## src/fnl_pkg.sv

```systemverilog
`default_nettype none
package fnl_pkg;
   localparam int unsigned FNL_XLEN = 32;
   localparam int unsigned FNL_RIDX = 5;
   // primary opcode shared by all four instructions
   localparam logic [5:0] FNL_PRIMARY_OP = 6'h1f;
   // extended opcodes (negate is 9 bits, the logical ones 10 bits)
   localparam logic [8:0] FNL_XO_NEGATE = 9'h068;
   localparam logic [9:0] FNL_XO_NOR = 10'h07c;
   localparam logic [9:0] FNL_XO_OR = 10'h1bc;
   localparam logic [9:0] FNL_XO_NAND = 10'h1dc;
   // field positions, lsb index of a 32-bit word where bit 0 is the lsb
   localparam int unsigned FNL_POS_PRIMARY = 26;
   localparam int unsigned FNL_POS_FIELD_A = 21;
   localparam int unsigned FNL_POS_FIELD_B = 16;
   localparam int unsigned FNL_POS_FIELD_C = 11;
   localparam int unsigned FNL_POS_OVF_EN = 10;
   localparam int unsigned FNL_POS_XO = 1;
   localparam int unsigned FNL_POS_RECORD = 0;
   // exception flag reset value
   localparam logic FNL_FLAG_RST = 1'b0;
   localparam logic [31:0] FNL_MOST_NEG = 32'h8000_0000;
   localparam logic [31:0] FNL_ZERO = 32'h0000_0000;
   localparam logic [4:0] FNL_REG_RST = 5'h00;

   typedef enum logic [2:0]
   {
      FNL_OP_NONE = 3'h0,
      FNL_OP_NEG = 3'h1,
      FNL_OP_NOR = 3'h3,
      FNL_OP_OR = 3'h2,
      FNL_OP_NAND = 3'h6
   } fnl_op_t;
endpackage : fnl_pkg
`default_nettype wire

```

## src/fnl_dec_if.sv

```systemverilog
`default_nettype none
// decoded instruction fields from the decoder to the datapath
interface fnl_dec_if;
   import fnl_pkg::*;
   fnl_op_t op;
   logic [4:0] target_reg_field;
   logic [4:0] first_reg_field;
   logic [4:0] second_source_reg_field;
   logic ovf_enable;
   logic record_bit;
   modport dec (output op, target_reg_field, first_reg_field, second_source_reg_field,
      ovf_enable, record_bit);
   modport exe (input op, target_reg_field, first_reg_field, second_source_reg_field,
      ovf_enable, record_bit);
endinterface : fnl_dec_if
`default_nettype wire

```

## src/fnl_decode.sv

```systemverilog
`default_nettype none
module fnl_decode
   import fnl_pkg::*;
(
   // raw instruction word
   input wire logic [31:0] i_insn,
   input wire logic i_valid,
   // decoded fields
   fnl_dec_if.dec o_dec
);
   logic [5:0] primary;
   logic [8:0] xo9;
   logic [9:0] xo10;
   logic is_x_form;

   // opcode fields; negate uses only nine bits because bit 21 is the overflow enable
   assign primary = i_insn[FNL_POS_PRIMARY +: 6];
   assign xo9 = i_insn[FNL_POS_XO +: 9];
   assign xo10 = i_insn[FNL_POS_XO +: 10];
   assign is_x_form = i_valid && (primary == FNL_PRIMARY_OP);

   // operation select, anything else is not ours and does nothing
   assign o_dec.op = !is_x_form ? FNL_OP_NONE :
      (xo9 == FNL_XO_NEGATE) ? FNL_OP_NEG :
      (xo10 == FNL_XO_NOR) ? FNL_OP_NOR :
      (xo10 == FNL_XO_OR) ? FNL_OP_OR :
      (xo10 == FNL_XO_NAND) ? FNL_OP_NAND : FNL_OP_NONE;

   // register number fields
   assign o_dec.target_reg_field = i_insn[FNL_POS_FIELD_A +: 5];
   assign o_dec.first_reg_field = i_insn[FNL_POS_FIELD_B +: 5];
   assign o_dec.second_source_reg_field = i_insn[FNL_POS_FIELD_C +: 5];
   assign o_dec.ovf_enable = i_insn[FNL_POS_OVF_EN];
   assign o_dec.record_bit = i_insn[FNL_POS_RECORD];
endmodule : fnl_decode
`default_nettype wire

```

## src/fnl_unit.sv

```systemverilog
`default_nettype none
module fnl_unit
   import fnl_pkg::*;
#(
   parameter int unsigned XLEN = FNL_XLEN
)
(
   // clock and reset
   input wire logic i_mclk,
   input wire logic i_rst,
   // instruction from decode stage
   input wire logic i_valid,
   input wire logic [31:0] i_insn,
   // general register read ports (source data for the decoded numbers)
   input wire logic [XLEN-1:0] i_src_a_data,
   input wire logic [XLEN-1:0] i_src_b_data,
   output logic [4:0] o_src_a_num,
   output logic [4:0] o_src_b_num,
   // write back
   output logic o_wr_en,
   output logic [4:0] o_wr_num,
   output logic [XLEN-1:0] o_wr_data,
   // exception flags
   output logic o_overflow_flag,
   output logic o_summary_overflow,
   output logic o_carry_flag,
   // condition field zero
   output logic o_cr0_wr,
   output logic o_less_than_flag,
   output logic o_greater_than_flag,
   output logic o_equal_zero_flag,
   output logic o_cr0_summary
);
   fnl_dec_if dec_bus ();

   fnl_decode u_decode
   (
      .i_insn (i_insn),
      .i_valid (i_valid),
      .o_dec (dec_bus)
   );

   logic [4:0] src_a_num_r;
   logic [4:0] src_b_num_r;
   logic [4:0] wr_num_r;
   logic [4:0] wr_num_nxt;
   fnl_op_t op_r;
   logic ovf_en_r;
   logic record_r;
   logic [XLEN-1:0] result;
   logic [XLEN-1:0] neg_val;
   logic is_neg;
   logic is_logic;
   logic neg_ovf;
   logic upd_xer;
   logic ov_nxt;
   logic so_nxt;
   logic wr_en_r;
   logic [XLEN-1:0] wr_data_r;
   logic ov_r;
   logic so_r;
   logic ca_r;
   logic cr0_wr_r;
   logic lt_r;
   logic gt_r;
   logic eq_r;
   logic cr0_so_r;
   logic [4:0] wb_num_r;
   logic exec_any;
   logic res_sign;
   logic res_zero;

   // zero test of a result word, kept apart so both flag terms share it
   function automatic logic fnl_is_zero(input logic [XLEN-1:0] value);
      return (value == FNL_ZERO[XLEN-1:0]);
   endfunction : fnl_is_zero

   // write number: negate writes the target field; logicals write the register in the first field
   assign wr_num_nxt = (dec_bus.op == FNL_OP_NEG) ? dec_bus.target_reg_field :
      dec_bus.first_reg_field;

   // stage 1: latch operation and issue register numbers (data arrives next cycle)
   // number fields latch every cycle; only op_r says whether they matter
   always_ff @(posedge i_mclk)
   begin
      if (i_rst)
      begin
         op_r <= FNL_OP_NONE;
         src_a_num_r <= FNL_REG_RST;
         src_b_num_r <= FNL_REG_RST;
         wr_num_r <= FNL_REG_RST;
         ovf_en_r <= 1'b0;
         record_r <= 1'b0;
      end
      else
      begin
         op_r <= dec_bus.op;
         // negate source sits in 11-15, logical first source in 6-10
         src_a_num_r <= (dec_bus.op == FNL_OP_NEG) ? dec_bus.first_reg_field :
            dec_bus.target_reg_field;
         src_b_num_r <= dec_bus.second_source_reg_field;
         wr_num_r <= wr_num_nxt;
         ovf_en_r <= dec_bus.ovf_enable && (dec_bus.op == FNL_OP_NEG);
         record_r <= dec_bus.record_bit;
      end
   end

   // result mux; wraparound of the add leaves the most negative value unchanged
   assign neg_val = ~i_src_a_data + {{(XLEN-1){1'b0}}, 1'b1};
   assign is_neg = (op_r == FNL_OP_NEG);
   assign is_logic = (op_r == FNL_OP_OR) || (op_r == FNL_OP_NOR) || (op_r == FNL_OP_NAND);
   assign result = is_neg ? neg_val :
      (op_r == FNL_OP_NOR) ? ~(i_src_a_data | i_src_b_data) :
      (op_r == FNL_OP_OR) ? (i_src_a_data | i_src_b_data) :
      ~(i_src_a_data & i_src_b_data);

   // overflow only for the one input that has no positive counterpart
   assign neg_ovf = (i_src_a_data == FNL_MOST_NEG[XLEN-1:0]);
   // logical ops never touch the exception flags
   assign upd_xer = is_neg && ovf_en_r;
   assign ov_nxt = upd_xer ? neg_ovf : ov_r;
   assign so_nxt = so_r | (upd_xer & neg_ovf);

   // shared terms for write back and the condition field
   assign exec_any = is_neg || is_logic;
   assign res_sign = result[XLEN-1];
   assign res_zero = fnl_is_zero(result);

   // stage 2: write back and flags
   always_ff @(posedge i_mclk)
   begin
      if (i_rst)
      begin
         wr_en_r <= 1'b0;
         wr_data_r <= {XLEN{1'b0}};
         ov_r <= FNL_FLAG_RST;
         so_r <= FNL_FLAG_RST;
         cr0_wr_r <= 1'b0;
         lt_r <= 1'b0;
         gt_r <= 1'b0;
         eq_r <= 1'b0;
         cr0_so_r <= 1'b0;
      end
      else
      begin
         wr_en_r <= exec_any;
         if (exec_any)
         begin
            wr_data_r <= result;
         end
         ov_r <= ov_nxt;
         so_r <= so_nxt;
         // field only written when the record bit is set
         cr0_wr_r <= exec_any && record_r;
         if (exec_any && record_r)
         begin
            lt_r <= res_sign;
            gt_r <= !res_sign && !res_zero;
            eq_r <= res_zero;
            cr0_so_r <= so_nxt;
         end
      end
   end

   // carry is owned by other instructions; this unit only holds it at reset value
   // kept as a register so the output still comes from a flip-flop
   always_ff @(posedge i_mclk)
   begin
      if (i_rst)
      begin
         ca_r <= FNL_FLAG_RST;
      end
      else
      begin
         ca_r <= ca_r;
      end
   end

   // outputs straight from flip-flops
   assign o_src_a_num = src_a_num_r;
   assign o_src_b_num = src_b_num_r;
   assign o_wr_en = wr_en_r;
   assign o_wr_num = wb_num_r;
   assign o_wr_data = wr_data_r;
   assign o_overflow_flag = ov_r;
   assign o_summary_overflow = so_r;
   assign o_carry_flag = ca_r;
   assign o_cr0_wr = cr0_wr_r;
   assign o_less_than_flag = lt_r;
   assign o_greater_than_flag = gt_r;
   assign o_equal_zero_flag = eq_r;
   assign o_cr0_summary = cr0_so_r;

   // delay write number to line up with the result stage
   // not held on idle cycles: only o_wr_en says whether it means anything
   always_ff @(posedge i_mclk)
   begin
      if (i_rst)
      begin
         wb_num_r <= FNL_REG_RST;
      end
      else
      begin
         wb_num_r <= wr_num_r;
      end
   end
endmodule : fnl_unit
`default_nettype wire

```

## config.mk

```make
export PLATFORM = sky130hd
export DESIGN_NAME = fnl_unit
export DESIGN_NICKNAME = d
export VERILOG_FILES = /design/src/fnl_pkg.sv /design/src/fnl_dec_if.sv /design/src/fnl_decode.sv /design/src/fnl_unit.sv
export SDC_FILE = /design/constraint.sdc
export NUM_CORES = 1
export LEC_CHECK = 0
export BUFFER_PORTS_ARGS = -buffer_cell sky130_fd_sc_hd__buf_4
export CAP_MARGIN = 15
export CORE_UTILIZATION = 45
export CTS_BUF_LIST = sky130_fd_sc_hd__clkbuf_4
export CTS_CLUSTER_DIAMETER = 50
export DETAILED_ROUTE_END_ITERATION = 6
export PLACE_DENSITY = 0.76
export SLEW_MARGIN = 20
export SYNTH_ARGS = -nofsm -noshare
export SYNTH_HDL_FRONTEND = slang
export SYNTH_HIERARCHICAL = 1
export SYNTH_SLANG_ARGS = --single-unit
```

## constraint.sdc

```tcl
create_clock -name i_mclk -period 2.4 [get_ports i_mclk]
set_input_delay 0.36 -clock i_mclk [delete_from_list [all_inputs] [get_ports i_mclk]]
set_output_delay 0.36 -clock i_mclk [all_outputs]
set_load 0.1 [all_outputs]
```

* Word level (Yosys, flattened, before mapping) *
Index checks and enable logic that the tools add are counted.

word-level totals
  output and inout bits = 56
  logic and storage cells = 56
  input port bits = 99
  register bits = 65

operators by class
  bitwise logic cells = 7
  $add $sub $neg = 1
  eq/ne operators = 11
  reduce and logical (&&, ||, !) cells = 11
  multiplexer cells = 10

operator list
  operator               count
  $mux 32                3
  $not 32->32            3
  $add 32x1->32 const B  1
  $and 32x32->32         1
  $eq 32x32->1 const B   1
  $logic_not 32->1       1
  $or 32x32->32          1
  $eq 10x9->1 const B    2
  $mux 3                 5
  $eq 10x7->1 const B    1
  $mux 5                 2
  $eq 9x7->1 const B     1
  $eq 3x1->1 const B     2
  $eq 3x2->1 const B     2
  $eq 6x5->1 const B     1
  $logic_and 1x1->1      5
  $eq 3x3->1 const B     1
  $logic_or 1x1->1       3
  $logic_not 1->1        2
  $and 1x1->1            1
  $or 1x1->1             1

* Depth between registers and ports, before layout *
Gate-level depths: netlist of the first run.

  depth in word-level cells = 8
  mapped depth = 12
  depth with buffers taken out = 10

* Modules after synthesis *
Netlist of the first run, hierarchy kept.

by module, submodules not included
  module      sequential area each (um^2)  times used  cells each  area an instance (um^2)
  fnl_unit    1301.2                       1           581         4279.1
  fnl_decode  0.0                          1           30          226.5

* Least setup slack after synthesis of the first run *
Ideal clock, no wire load.

  path type = input port to flip-flop
  start = input port i_src_a_data[3]
  end = register eq_r, in the netlist o_equal_zero_flag
  library setup time = 0.117 ns
  path buffers = 1
  arrival = 2.310 ns
  slack = -0.027 ns
  stages = 9
  required time = 2.283 ns
  cell sequence = buf_2 > nor4_4 > nand4_1 > o311a_1 > or3_1 > o2111ai_1 > nor4_1 > and4_1 > a22o_1

between the ends
  longest elaborated chain between the ends = 6
  elaborated cells on any way between the ends = 10
  classes of those cells = add/sub (1); mux (3); bitwise (5); reduce/logical (1)

ends and longest elaborated chain
  what                                                                   line             RTL
  start: declaration                                                     fnl_unit.sv:15   input wire logic [XLEN-1:0] i_src_a_data,
  parallel branches: the longest is 4 deep, another holds $add 32x1->32  n/a
  $mux 32 *                                                              fnl_unit.sv:112  assign result = is_neg ? neg_val :
  $logic_not 32->1 *                                                     fnl_unit.sv:75   return (value == FNL_ZERO[XLEN-1:0]);
  end signal: assignment                                                 fnl_unit.sv:159  eq_r <= res_zero;
  end: declaration                                                       fnl_unit.sv:66   logic eq_r;

Every way passes the cells marked *.
A chain may end at the register's enable or synchronous reset.

* Worst setup path after layout of the first run *
  start = register op_r[1]
  end = register eq_r, in the netlist o_equal_zero_flag

between the ends
  longest elaborated chain between the ends = 5
  elaborated cells on any way between the ends = 12
  classes of those cells = eq/ne (4); mux (3); reduce/logical (5)

ends and longest elaborated chain
  what                                                   line                                               RTL
  start: declaration                                     fnl_unit.sv:47                                     fnl_op_t op_r;
  start signal: assignment                               fnl_unit.sv:97                                     op_r <= dec_bus.op;
  $eq 3x2->1, on equally long branches                   fnl_unit.sv:111, fnl_unit.sv:114, fnl_unit.sv:113
  $mux 32 or $logic_or 1x1->1 (tied branches)            fnl_unit.sv:114, fnl_unit.sv:111
  $mux 32 or $logic_or 1x1->1 (tied branches)            fnl_unit.sv:113, fnl_unit.sv:111
  $mux 32 or $logic_or 1x1->1 (tied branches)            fnl_unit.sv:112, fnl_unit.sv:125
  $logic_not 32->1 or $logic_and 1x1->1 (tied branches)  fnl_unit.sv:75, fnl_unit.sv:155

Several ways; a longest one is shown, not always the timed one.

==> summary.txt, run 1 <==
Layout
  – Count of nets after finishing: 954
  – Share of cells above drive strength 1: 40.7%
  – Highest-count cells in the layout ignoring fill and taps: buf_4 (289), nor2_1 (75), nand2_1 (73)
  – Most frequent standard cell in the layout excluding fill and tap cells: buf_4
  – Antenna fix cells: 0
  – Final Util: 71.6%
  – Area growth from synthesis to layout: 54.5%

Die
  – Core Area: 9730 um^2
  – Row cnt: 36
  – I/O pins: 155
  – Height of the die: 102 um
  – Die ar.: 10400 um^2
  – Starting utilization of the core area: 46.3%
  – Die extent in x: 102 um

GRT
  – Sum of overflow across all layers after global routing: 0
  – Pin count of the biggest net entering global routing: 51
  – Number of antenna violations at the first check in global routing: 0
  – Overall Global Routing Usage: 34.5%
  – Vias in the first global route: 5479
  – Global-route wire length before repair: 27500 um

Synth
  – Count of flip-flops with a built-in enable after synthesis: 0
  – Synthesis-stage register bit count: 65
  – Mean post-synth cell area: 7.37 um^2
  – Yosys warning total: 6
  – Count of cell types in the netlist: 72
  – Adder-cell share of the synthesized area: 0.278%
  – Simple-gate share of the synthesized area: 37.0%
  – Post-Synth XOR/XNOR Area: 2.14%
  – Sequential area share after synthesis: 28.9%
  – Dominant combinational cell family by area after synthesis: simple AND/OR/NAND/NOR gates
  – Net count after synthesis: 711
  – Top_reg_cell synth: dfxtp_1
  – Synth Instances: 611
  – Total standard cell area after synthesis: 4510 um^2
  – Multiplexer share of the synthesized area: 2.89%
  – Proportion of register bits with asynchronous set or reset after synthesis: 0%
  – Compound-gate portion of the synthesized area: 20.8%

Power and ir drop
  – Power density relative to cell area: 350 nW/um^2
  – Peak VDD IR: 0.000451 V
  – Static leakage: 3.01 nW

Routing
  – Detailed router's first-iteration violation count: 328
  – Drt drc: 0
  – Count of TritonRoute iterations in the first routing pass: 5
  – Routed length per placed instance: 18.2 um
  – DRT antenna net count: 0
  – Overall routed net length: 18100 um
  – Post-DR vias/cell: 5.78
  – Via count: 5732

Hold path
  – End point of the worst hold path: o_src_b_num[2]$_SDFF_PP0_
  – Worst hold start: i_insn[13]
  – Hold Path Cell Cnt: 2
  – Class of the most critical hold timing path: in -> reg

Setup path
  – Critical Path RT: 2.74 ns
  – Startpoint types: flop
  – Beginning of the worst register-to-register path: op_r[1]$_SDFF_PP0_
  – Cell depth of the worst flop-to-flop path: 11
  – End of the worst register-to-register path: o_equal_zero_flag$_SDFFE_PP0P_
  – CP Data Arrival Time: 2.83 ns
  – Crit. End Element: flop
  – Top fanout value on the critical path: 5
  – Reg2reg setup slack: -0.08 ns
  – Startpoint-to-endpoint class of the critical path: reg -> reg

Status
  – Violations in the final reports: setup timing
  – Run status: complete, but fails checks

Timing
  – Setup skew after layout: 0.0130 ns
  – Final hold slack: 0.166 ns
  – FMAX: 403 MHz
  – Max-slew violation count: 0
  – Unrepaired setup endpoints after global routing: true
  – Hold violation count in the final report: 0
  – Worst setup slack after layout: -0.0843 ns
  – Count of final setup violators: 2
  – Min cycle time layout: 2.48 ns
  – Period Utilization, post-route: 104%

Place
  – Detailed placement HPWL: 14100 um
  – Routability-driven placement congestion ratio: 0.981
  – Count of input and output buffers: 153

Clock tree
  – Register clock-pin slew on the reported worst setup and hold paths: 0.12 ns
  – Worst-case clock buffer depth: 2
  – CTS Root Cell: clkbuf_4
  – Sink count of the clock tree: 65
  – CTS tree: yes
  – Clock latency reported for the late side of the worst-skew pair: 0.40 ns
  – Number of levels in the clock H-tree: 3
  – Number of CTS-inserted buffers: 9
  – Hold_buf cts: 0

Run
  – Max-capacitance violation count: 0
==> power by group <==
part	total, W	internal [W]	switching [W]
clock	0.000726	0.000317	0.000409
combinational	0.000612	0.000277	0.000335
sequential	0.00110	0.00109	0.00000482
total	0.00244	0.00169	0.000748
==> through the flow <==
stage               setup TNS (ns)  total power, W  area, um^2  std cells  setup WS, ns
finish                      -0.161         0.00244        6960        992       -0.0843
global route                -0.322         0.00255        6960        992        -0.170
CTS                        -0.0962         0.00243        6790        986       -0.0503
detailed placement           -1.06         0.00171        6560        968        -0.517
global placement            -0.902         0.00170        6560        968        -0.453
floorplan                        0         0.00140        4510        611       0.00483
==> timing repair <==
action / 4_1_cts / 5_1_grt
setup endpoints to repair: 2 / 2
cloned: 1 / 0
gates resized for setup: 13 / 21
pin swaps: 5 / 21
buffers inserted: 1 / 7
==> critical path, cell delays in order, from the launching register on <==
cell       delay, ns
dfxtp_4         0.38
buf_12          0.14
nor4b_4         0.24
buf_4           0.17
nand3_4         0.07
a2bb2oi_2       0.15
o31ai_4         0.30
buf_6           0.15
nand4bb_4       0.12
nor4_4          0.29
and4_4          0.27
a22o_1          0.14
==> synth_stat cells (all sizes together) (3+ instances only) <==
| cell | count | area, um^2 |
|---|---|---|
| inv | 8 | 30.0 |
| nand2b | 6 | 45.0 |
| a211oi | 8 | 65.1 |
| and2 | 3 | 18.8 |
| nand2 | 73 | 274 |
| xor2 | 3 | 26.3 |
| or3 | 12 | 76.3 |
| a21o | 4 | 30.0 |
| nand4 | 15 | 93.8 |
| o211ai | 4 | 30.0 |
| a21oi | 45 | 225 |
| buf | 39 | 234 |
| or4 | 6 | 52.6 |
| clkbuf | 25 | 93.8 |
| nor2b | 23 | 144 |
| nand3b | 4 | 30.0 |
| mux2i | 13 | 130 |
| o21ai | 16 | 80.1 |
| a32oi | 5 | 43.8 |
| nor2 | 76 | 285 |
| and4 | 7 | 61.3 |
| and3 | 5 | 31.3 |
| nor3 | 24 | 120 |
| and3b | 3 | 26.3 |
| o41ai | 3 | 33.8 |
| dfxtp | 65 | 1300 |
| nor4 | 20 | 183 |
| o221ai | 3 | 26.3 |
| o311ai | 5 | 43.8 |
| nand3 | 21 | 110 |
| xnor2 | 8 | 70.1 |
| o31ai | 7 | 52.6 |
| a31oi | 15 | 93.8 |
==> flip-flops by register name, summed over array words and instances, names as in the netlist, 3 cells and up <==
name and count:
o_wr_data 32, o_wr_num 5, wr_num_r 5, op_r 3, o_src_b_num 5, o_src_a_num 5
==> final cells by class <==
class,count,area [um^2]
multi-input cells,474,3020
fillers,789,2770
repair buffers,296,2300
flip-flops and latches,65,1310
well taps,133,166
clock inverters,7,70.1
clock buffers,9,67.6
inverters,8,30.0
==> worst max path at each step <==
| stage | end | start | slack, ns | depth (start not counted) |
|---|---|---|---|---|
| floorplan | o_equal_zero_flag$_SDFFE_PP0P_ | i_src_a_data[3] | 0.005 | 10 |
| global placement | o_greater_than_flag$_SDFFE_PP0P_ | i_src_a_data[1] | -0.45 | 13 |
| detailed placement | o_greater_than_flag$_SDFFE_PP0P_ | i_src_a_data[1] | -0.52 | 13 |
| CTS | o_equal_zero_flag$_SDFFE_PP0P_ | op_r[1]$_SDFF_PP0_ | -0.05 | 11 |
| global route | o_equal_zero_flag$_SDFFE_PP0P_ | op_r[1]$_SDFF_PP0_ | -0.17 | 11 |
| finish | o_equal_zero_flag$_SDFFE_PP0P_ | op_r[1]$_SDFF_PP0_ | -0.08 | 11 |
==> metal layers <==
metal	share of wire, %	wire length, um	GRT usage, %
met1	39	7080	41.9
met2	49	8930	60.1
met3	7.3	1310	5.75
met4	4.0	726	14.5
met5	0	0	0
==> cell families after synthesis <==
| group | count (synthesis) |
|---|---|
| compound gates | 139 |
| xor+xnor | 11 |
| fa+ha+maj | 1 |
| buf+inv | 72 |
| flops | 65 |
| mux | 13 |
| other cells | 1 |
| simple gates | 309 |
No activity file was read; power rests on OpenSTA's default activity.
==> inputs of run 2 (changes only) <==
--- a/config.mk
+++ b/config.mk
@@ -6,12 +6,12 @@
 export NUM_CORES = 1
 export LEC_CHECK = 0
 export BUFFER_PORTS_ARGS = -buffer_cell sky130_fd_sc_hd__buf_4
-export CAP_MARGIN = 15
-export CORE_UTILIZATION = 45
+export CORE_UTILIZATION = 47
 export CTS_BUF_LIST = sky130_fd_sc_hd__clkbuf_4
 export CTS_CLUSTER_DIAMETER = 50
 export DETAILED_ROUTE_END_ITERATION = 6
-export PLACE_DENSITY = 0.76
+export PLACE_DENSITY = 0.79
+export RECOVER_POWER = 50
 export SLEW_MARGIN = 20
 export SYNTH_ARGS = -nofsm -noshare
 export SYNTH_HDL_FRONTEND = slang
==> summary.txt, run 2 (synthesis results as in run 1) <==
Place
  – Detailed placement HPWL: 13900 um (-1.6%)
  – Dpl cells: 964 (-0.41%)
  – Count of input and output buffers: 153 (unchanged)
  – Routability-driven placement congestion ratio: 0.935 (-4.7%)

Clock tree
  – Hold_buf cts: 0 (unchanged)
  – Number of levels in the clock H-tree: 3 (unchanged)
  – Clock latency reported for the late side of the worst-skew pair: 0.38 ns (-0.02 ns)
  – Register clock-pin slew on the reported worst setup and hold paths: 0.11 ns (about the same)
  – Number of CTS-inserted buffers: 9 (unchanged)
  – Sink count of the clock tree: 65 (unchanged)
  – CTS tree: yes
  – Worst-case clock buffer depth: 2 (unchanged)
  – CTS Root Cell: clkbuf_4

Layout
  – Highest-count cells in the layout ignoring fill and taps: buf_4 (290), nor2_1 (75), nand2_1 (73)
  – Cell Count, Final, Fillers Out: 991 (-0.10%)
  – Area growth from synthesis to layout: 53.8%
  – Final Util: 74.7% (+3.1 points)
  – Count of nets after finishing: 957 (+0.31%)
  – Most frequent standard cell in the layout excluding fill and tap cells: buf_4
  – Flip-flop count of the largest register after layout: 32 (unchanged)
  – Antenna fix cells: 0 (unchanged)
  – Share of cells above drive strength 1: 40.7% (about the same)

Setup path
  – Cell with the biggest individual delay on the critical path: dfxtp_4
  – Beginning of the worst register-to-register path: op_r[1]$_SDFF_PP0_
  – Crit. End Element: flop
  – Cell type group with the largest total delay on the critical path: simple AND/OR/NAND/NOR gates
  – CP Data Arrival Time: 2.94 ns (+0.11 ns)
  – Startpoint-to-endpoint class of the critical path: reg -> reg
  – End of the worst register-to-register path: o_equal_zero_flag$_SDFFE_PP0P_
  – Startpoint types: flop
  – Top fanout value on the critical path: 6 (+1)
  – Cell depth of the worst flop-to-flop path: 12 (+1)
  – Critical Path RT: 2.72 ns (-0.02 ns)
  – Max incr delay on CP: 0.37 ns (about the same)
  – Reg2reg setup slack: -0.22 ns (-0.14 ns)
  – Sequence of cells on the critical path: buf_12 -> buf_12 -> nor4_4 -> buf_4 -> nand4_1 -> a211oi_2 -> a21oi_2 -> buf_4 -> nand4bb_4 -> nor4_4 -> and4_4 -> a22o_1
  – CP Buf/Inv Count: 4 (+1)

Routing
  – Routed length per placed instance: 18.3 um (+0.67%)
  – Overall routed net length: 18200 um (+0.57%)
  – Detailed router's first-iteration violation count: 385 (+17%)
  – WL met1: 7110 um (+0.38%)
  – Top layer in use: met4
  – Count of TritonRoute iterations in the first routing pass: 5 (unchanged)
  – DRT antenna net count: 0 (unchanged)
  – Met3 Wirelength: 1580 um (+20%)
  – Routed wire length on met2: 8880 um (-0.62%)
  – Post-DR vias/cell: 5.84 (+1.0%)
  – Via count: 5784 (+0.91%)
  – Drt drc: 0 (unchanged)

Hold path
  – Class of the most critical hold timing path: in -> reg
  – Worst hold start: i_insn[11]
  – Hold Path Cell Cnt: 2 (unchanged)
  – End point of the worst hold path: o_src_b_num[0]$_SDFF_PP0_

Power and ir drop
  – Peak VDD IR: 0.000292 V (-35%)
  – Power density relative to cell area: 351 nW/um^2 (+0.21%)
  – Combinational fraction of design power: 25.2% (about the same)
  – Seq pwr share: 45.2% (about the same)
  – Internal portion of total power: 0.00171 W (+1.4%)
  – Net switching power figure: 0.000719 W (-4.0%)
  – Share of power burned in the clock network: 29.6% (-0.2 points)
  – Static leakage: 3.03 nW (+0.46%)
  – Switching share of power: 29.6% (-1.1 points)

Die
  – Die extent in x: 99.9 um (-2.1%)
  – Core Area: 9280 um^2 (-4.6%)
  – I/O pins: 155 (unchanged)
  – Row cnt: 35 (-2.8%)
  – Starting utilization of the core area: 48.5% (+2.2 points)
  – Die ar.: 9980 um^2 (-4.2%)
  – Height of the die: 99.9 um (-2.1%)

Timing
  – Hold violation count in the final report: 0 (unchanged)
  – Accumulated negative setup slack: -0.434 ns (-0.273 ns)
  – Unrepaired setup endpoints after global routing: true
  – Worst-margin pin slew: 0.625 ns
  – Setup skew after layout: 0.0108 ns (-0.00220 ns)
  – Period Utilization, post-route: 109% (+5.7 points)
  – Worst slew margin: 58.3%
  – Max-slew violation count: 0 (unchanged)
  – FMAX: 382 MHz (-5.2%)
  – Count of final setup violators: 2 (unchanged)
  – Min cycle time layout: 2.62 ns (+0.137 ns)
  – Worst setup slack after layout: -0.221 ns (-0.137 ns)

Run
  – Max-capacitance violation count: 0 (unchanged)

GRT
  – Sum of overflow across all layers after global routing: 0 (unchanged)
  – Global-route wire length before repair: 27800 um (+1.4%)
  – Pin count of the biggest net entering global routing: 67 (+31%)
  – Vias in the first global route: 5639 (+2.9%)
  – Number of antenna violations at the first check in global routing: 0 (unchanged)
  – Overall Global Routing Usage: 35.4% (+0.89 points)

Status
  – Run status: complete, but fails checks
  – Violations in the final reports: setup timing
==> run 2: worst max-delay path by stage <==
stage                                                  end               start  slack (ns)  cells after the start
after floorplan             o_equal_zero_flag$_SDFFE_PP0P_     i_src_a_data[3]       0.005                     10
after global placement    o_greater_than_flag$_SDFFE_PP0P_     i_src_a_data[7]       -0.44                     11
after detailed placement  o_greater_than_flag$_SDFFE_PP0P_     i_src_a_data[1]       -0.50                     13
after CTS                   o_equal_zero_flag$_SDFFE_PP0P_  op_r[1]$_SDFF_PP0_       -0.06                     11
after global routing      o_greater_than_flag$_SDFFE_PP0P_  op_r[1]$_SDFF_PP0_       -0.29                     12
final                       o_equal_zero_flag$_SDFFE_PP0P_  op_r[1]$_SDFF_PP0_       -0.22                     12
==> run 2: what timing repair did <==
item                                    CTS  global route
setup buffers                             3             8
endpoints found under the setup margin    2             2
hold endpoints to repair                  0             0
pin swaps                                 3            17
gates resized for setup                  10            23
==> run 2: area by class of cell <==
type	instances	area (um^2)
Multi-Input combinational cell	474	2970
Timing Repair Buffer	299	2330
Tap cell	129	161
Inverter	8	30.0
Clock inverter	5	56.3
Clock buffer	11	82.6
Sequential cell	65	1310
Fill cell	689	2350
==> run 2: worst register-to-register path: stages (launching register included) <==
cell,delay (ns)
dfxtp_4,0.37
buf_12,0.13
buf_12,0.12
nor4_4,0.23
buf_4,0.19
nand4_1,0.15
a211oi_2,0.27
a21oi_2,0.07
buf_4,0.15
nand4bb_4,0.21
nor4_4,0.28
and4_4,0.26
a22o_1,0.13
==> run 2: routing by layer <==
| metal | track usage (%) | vias up |
|---|---|---|
| met1 | 42.2 | 2677 |
| met2 | 62.0 | 345 |
| met3 | 6.82 | 48 |
| met5 | 0 | - |
| li1 | - | 2714 |
| met4 | 14.8 | 0 |
==> run 2: stage by stage <==
stage / total power (W) / area [um^2] / hold slack (ns) / setup slack [ns]
floorplan: 0.00140 / 4510 / 0.414 / 0.00483
global placement: 0.00169 / 6560 / 0.419 / -0.437
detailed placement: 0.00171 / 6560 / 0.434 / -0.498
CTS: 0.00241 / 6750 / 0.173 / -0.0584
global route: 0.00252 / 6930 / 0.148 / -0.294
finish: 0.00243 / 6930 / 0.186 / -0.221
==> run 2: power groups by stage <==
stage          combinational, W  sequential, W  clock, W
6_report               0.000612        0.00110  0.000720
2_1_floorplan          0.000183        0.00121         0
4_1_cts                0.000585        0.00110  0.000723
3_3_place_gp           0.000570        0.00112         0
5_1_grt                0.000644        0.00110  0.000779
3_5_place_dp           0.000581        0.00113         0
==> inputs of run 3 (changes only) <==
--- a/config.mk
+++ b/config.mk
@@ -10,7 +10,7 @@
 export CTS_BUF_LIST = sky130_fd_sc_hd__clkbuf_4
 export CTS_CLUSTER_DIAMETER = 50
 export DETAILED_ROUTE_END_ITERATION = 6
-export PLACE_DENSITY = 0.79
+export PLACE_DENSITY_LB_ADDON = 0.25
 export RECOVER_POWER = 50
 export SLEW_MARGIN = 20
 export SYNTH_ARGS = -nofsm -noshare
==> summary.txt, run 3 (synthesis results as in run 1) <==
Run
  – Max-capacitance violation count: 0 (unchanged)

Layout
  – Area growth from synthesis to layout: 47.7%
  – Flip-flop count of the largest register after layout: 32 (unchanged)
  – Antenna fix cells: 0 (unchanged)
  – Count of nets after finishing: 948 (-0.94%)
  – Highest-count cells in the layout ignoring fill and taps: buf_4 (234), nor2_1 (75), nand2_1 (73)
  – Number of fillers in the final layout: 804 (+17%)
  – Share of cells above drive strength 1: 33.8% (-6.9 points)
  – Most frequent standard cell in the layout excluding fill and tap cells: buf_4
  – Post-route cell area: 6660 um^2 (-4.0%)

Timing
  – Count of final setup violators: 2 (unchanged)
  – Hold violation count in the final report: 0 (unchanged)
  – Max-slew violation count: 0 (unchanged)
  – Setup skew after layout: 0.0110 ns (+0.000210 ns)
  – Min cycle time layout: 2.41 ns (-0.207 ns)
  – Unrepaired setup endpoints after global routing: true
  – Worst slew margin: 19.6% (-39 points)
  – Worst-margin pin slew: 1.21 ns (+0.587 ns)
  – FMAX: 414 MHz (+8.6%)
  – Worst setup slack after layout: -0.0142 ns (+0.207 ns)
  – Period Utilization, post-route: 101% (-8.6 points)

Power and ir drop
  – Peak VDD IR: 0.000375 V (+28%)
  – Static leakage: 2.75 nW (-9.0%)
  – Sum of internal, switching and leakage power: 0.00250 W (+2.6%)
  – Power density relative to cell area: 375 nW/um^2 (+6.9%)

Setup path
  – Top fanout value on the critical path: 6 (unchanged)
  – Crit. End Element: flop
  – Startpoint-to-endpoint class of the critical path: reg -> reg
  – Cell depth of the worst flop-to-flop path: 10 (-2)
  – Max incr delay on CP: 0.49 ns (+0.12 ns)
  – Startpoint types: flop
  – Most common cell on crit path: nand4_1
  – Reg2reg setup slack: -0.01 ns (+0.21 ns)
  – Sequence of cells on the critical path: buf_12 -> nor2b_4 -> buf_6 -> nand4_1 -> or4_1 -> nand4_1 -> o21ai_1 -> nor4_2 -> and4_4 -> o41ai_2
  – Critical Path RT: 2.69 ns (-0.03 ns)
  – Cell with the biggest individual delay on the critical path: or4_1
  – CP Data Arrival Time: 2.71 ns (-0.23 ns)

Die
  – Height of the die: 99.9 um (unchanged)
  – Die extent in x: 99.9 um (unchanged)
  – Row cnt: 35 (unchanged)
  – I/O pins: 155 (unchanged)
  – Die ar.: 9980 um^2 (unchanged)
  – Starting utilization of the core area: 48.5% (unchanged)
  – Core Area: 9280 um^2 (unchanged)

Routing
  – Count of TritonRoute iterations in the first routing pass: 5 (unchanged)
  – Detailed router's first-iteration violation count: 384 (-0.26%)
  – Post-DR vias/cell: 5.90 (+1.1%)
  – DRT antenna net count: 0 (unchanged)
  – Via count: 5790 (+0.10%)
  – Overall routed net length: 17900 um (-1.2%)
  – Routed length per placed instance: 18.3 um (-0.23%)
  – Drt drc: 0 (unchanged)

GRT
  – Number of antenna violations at the first check in global routing: 0 (unchanged)
  – Vias in the first global route: 5617 (-0.39%)
  – Overall Global Routing Usage: 36.0% (+0.63 points)
  – Global-route wire length before repair: 27800 um (-0.12%)
  – Sum of overflow across all layers after global routing: 0 (unchanged)
  – Pin count of the biggest net entering global routing: 51 (-24%)

Clock tree
  – Hold_buf cts: 0 (unchanged)
  – CTS Root Cell: clkbuf_4
  – Sink count of the clock tree: 65 (unchanged)
  – Number of levels in the clock H-tree: 3 (unchanged)
  – Register clock-pin slew on the reported worst setup and hold paths: 0.11 ns (about the same)
  – Number of CTS-inserted buffers: 9 (unchanged)
  – Worst-case clock buffer depth: 2 (unchanged)
  – Clock latency reported for the late side of the worst-skew pair: 0.42 ns (+0.04 ns)
  – CTS tree: yes

Place
  – Detailed placement HPWL: 13900 um (about the same)
  – Count of input and output buffers: 153 (unchanged)
  – Post-place instance area: 6530 um^2 (-0.42%)
  – Routability-driven placement congestion ratio: 1.01 (+8.2%)

Hold path
  – Class of the most critical hold timing path: in -> reg
  – Hold Path Cell Cnt: 2 (unchanged)

Status
  – Run status: complete, but fails checks
  – Violations in the final reports: setup timing
==> run 3: changes by cell type in the layout (fill, tap and decap cells not counted), moves of 2 or more <==
cell	previous run	this run
o311ai_2	0	2
clkbuf_1	0	47
nand3_2	3	1
nor4_1	14	12
buf_12	5	3
nor4_2	2	5
clkinv_2	2	0
buf_4	290	234
clkinv_1	0	3
==> run 3: area by class of cell <==
| class | count | area [um^2] | share of cell area [%] |
|---|---|---|---|
| well taps | 129 | 161 | 2.42 |
| repair buffers | 290 | 2050 | 30.8 |
| flip-flops and latches | 65 | 1310 | 19.6 |
| clock buffers | 10 | 75.1 | 1.13 |
| inverters | 8 | 30.0 | 0.451 |
| clock inverters | 5 | 71.3 | 1.07 |
| multi-input cells | 474 | 2960 | 44.5 |
==> run 3: metrics by stage <==
stage | hold WS [ns] | setup slack (ns) | setup TNS, ns | cells | utilization, %
after global routing | 0.122 | -0.0965 | -0.193 | 981 | 71.7
after global placement | 0.416 | -0.325 | -0.672 | 962 | 70.4
final | 0.144 | -0.0142 | -0.0276 | 981 | 71.7
after floorplan | 0.414 | 0.00483 | 0 | 611 | -
after detailed placement | 0.428 | -0.355 | -0.798 | 962 | 70.4
after CTS | 0.135 | -0.00407 | -0.00407 | 979 | 72.5
==> run 3: final timing paths <==
check | from | endpoint
max | op_r[1]$_SDFF_PP0_ | o_greater_than_flag$_SDFFE_PP0P_
min | i_insn[0] | record_r$_SDFF_PP0_
min reg2reg | wr_num_r[4]$_SDFF_PP0_ | o_wr_num[4]$_SDFF_PP0_
max reg2reg | op_r[1]$_SDFF_PP0_ | o_greater_than_flag$_SDFFE_PP0P_
==> run 3: repair_timing <==
action / in CTS / in global routing
gates cloned: 0 / 0
pin swaps: 6 / 1
setup endpoints to repair: 2 / 2
buffers inserted: 2 / 2
resized for setup: 12 / 18
==> run 3: where the power goes <==
part	switching (W)	internal, W
clock	0.000384	0.000419
sequential	0.00000433	0.00109
combinational	0.000331	0.000263
total	0.000719	0.00178
==> run 3: worst max-delay path: cells and delay by family, from the launching register on <==
kind | cells | cell delay [ns]
flops | 1 | 0.38
compound gates | 2 | 0.17
buf+inv | 2 | 0.27
simple gates | 6 | 1.47
==> run 3: routing by layer <==
metal,GRT usage (%),up-vias,wire length [um]
met2,62.3,303,8750
met5,0,-,0
met4,17.4,0,804
met3,8.43,61,1430
met1,41.8,2724,6940
li1,-,2702,-
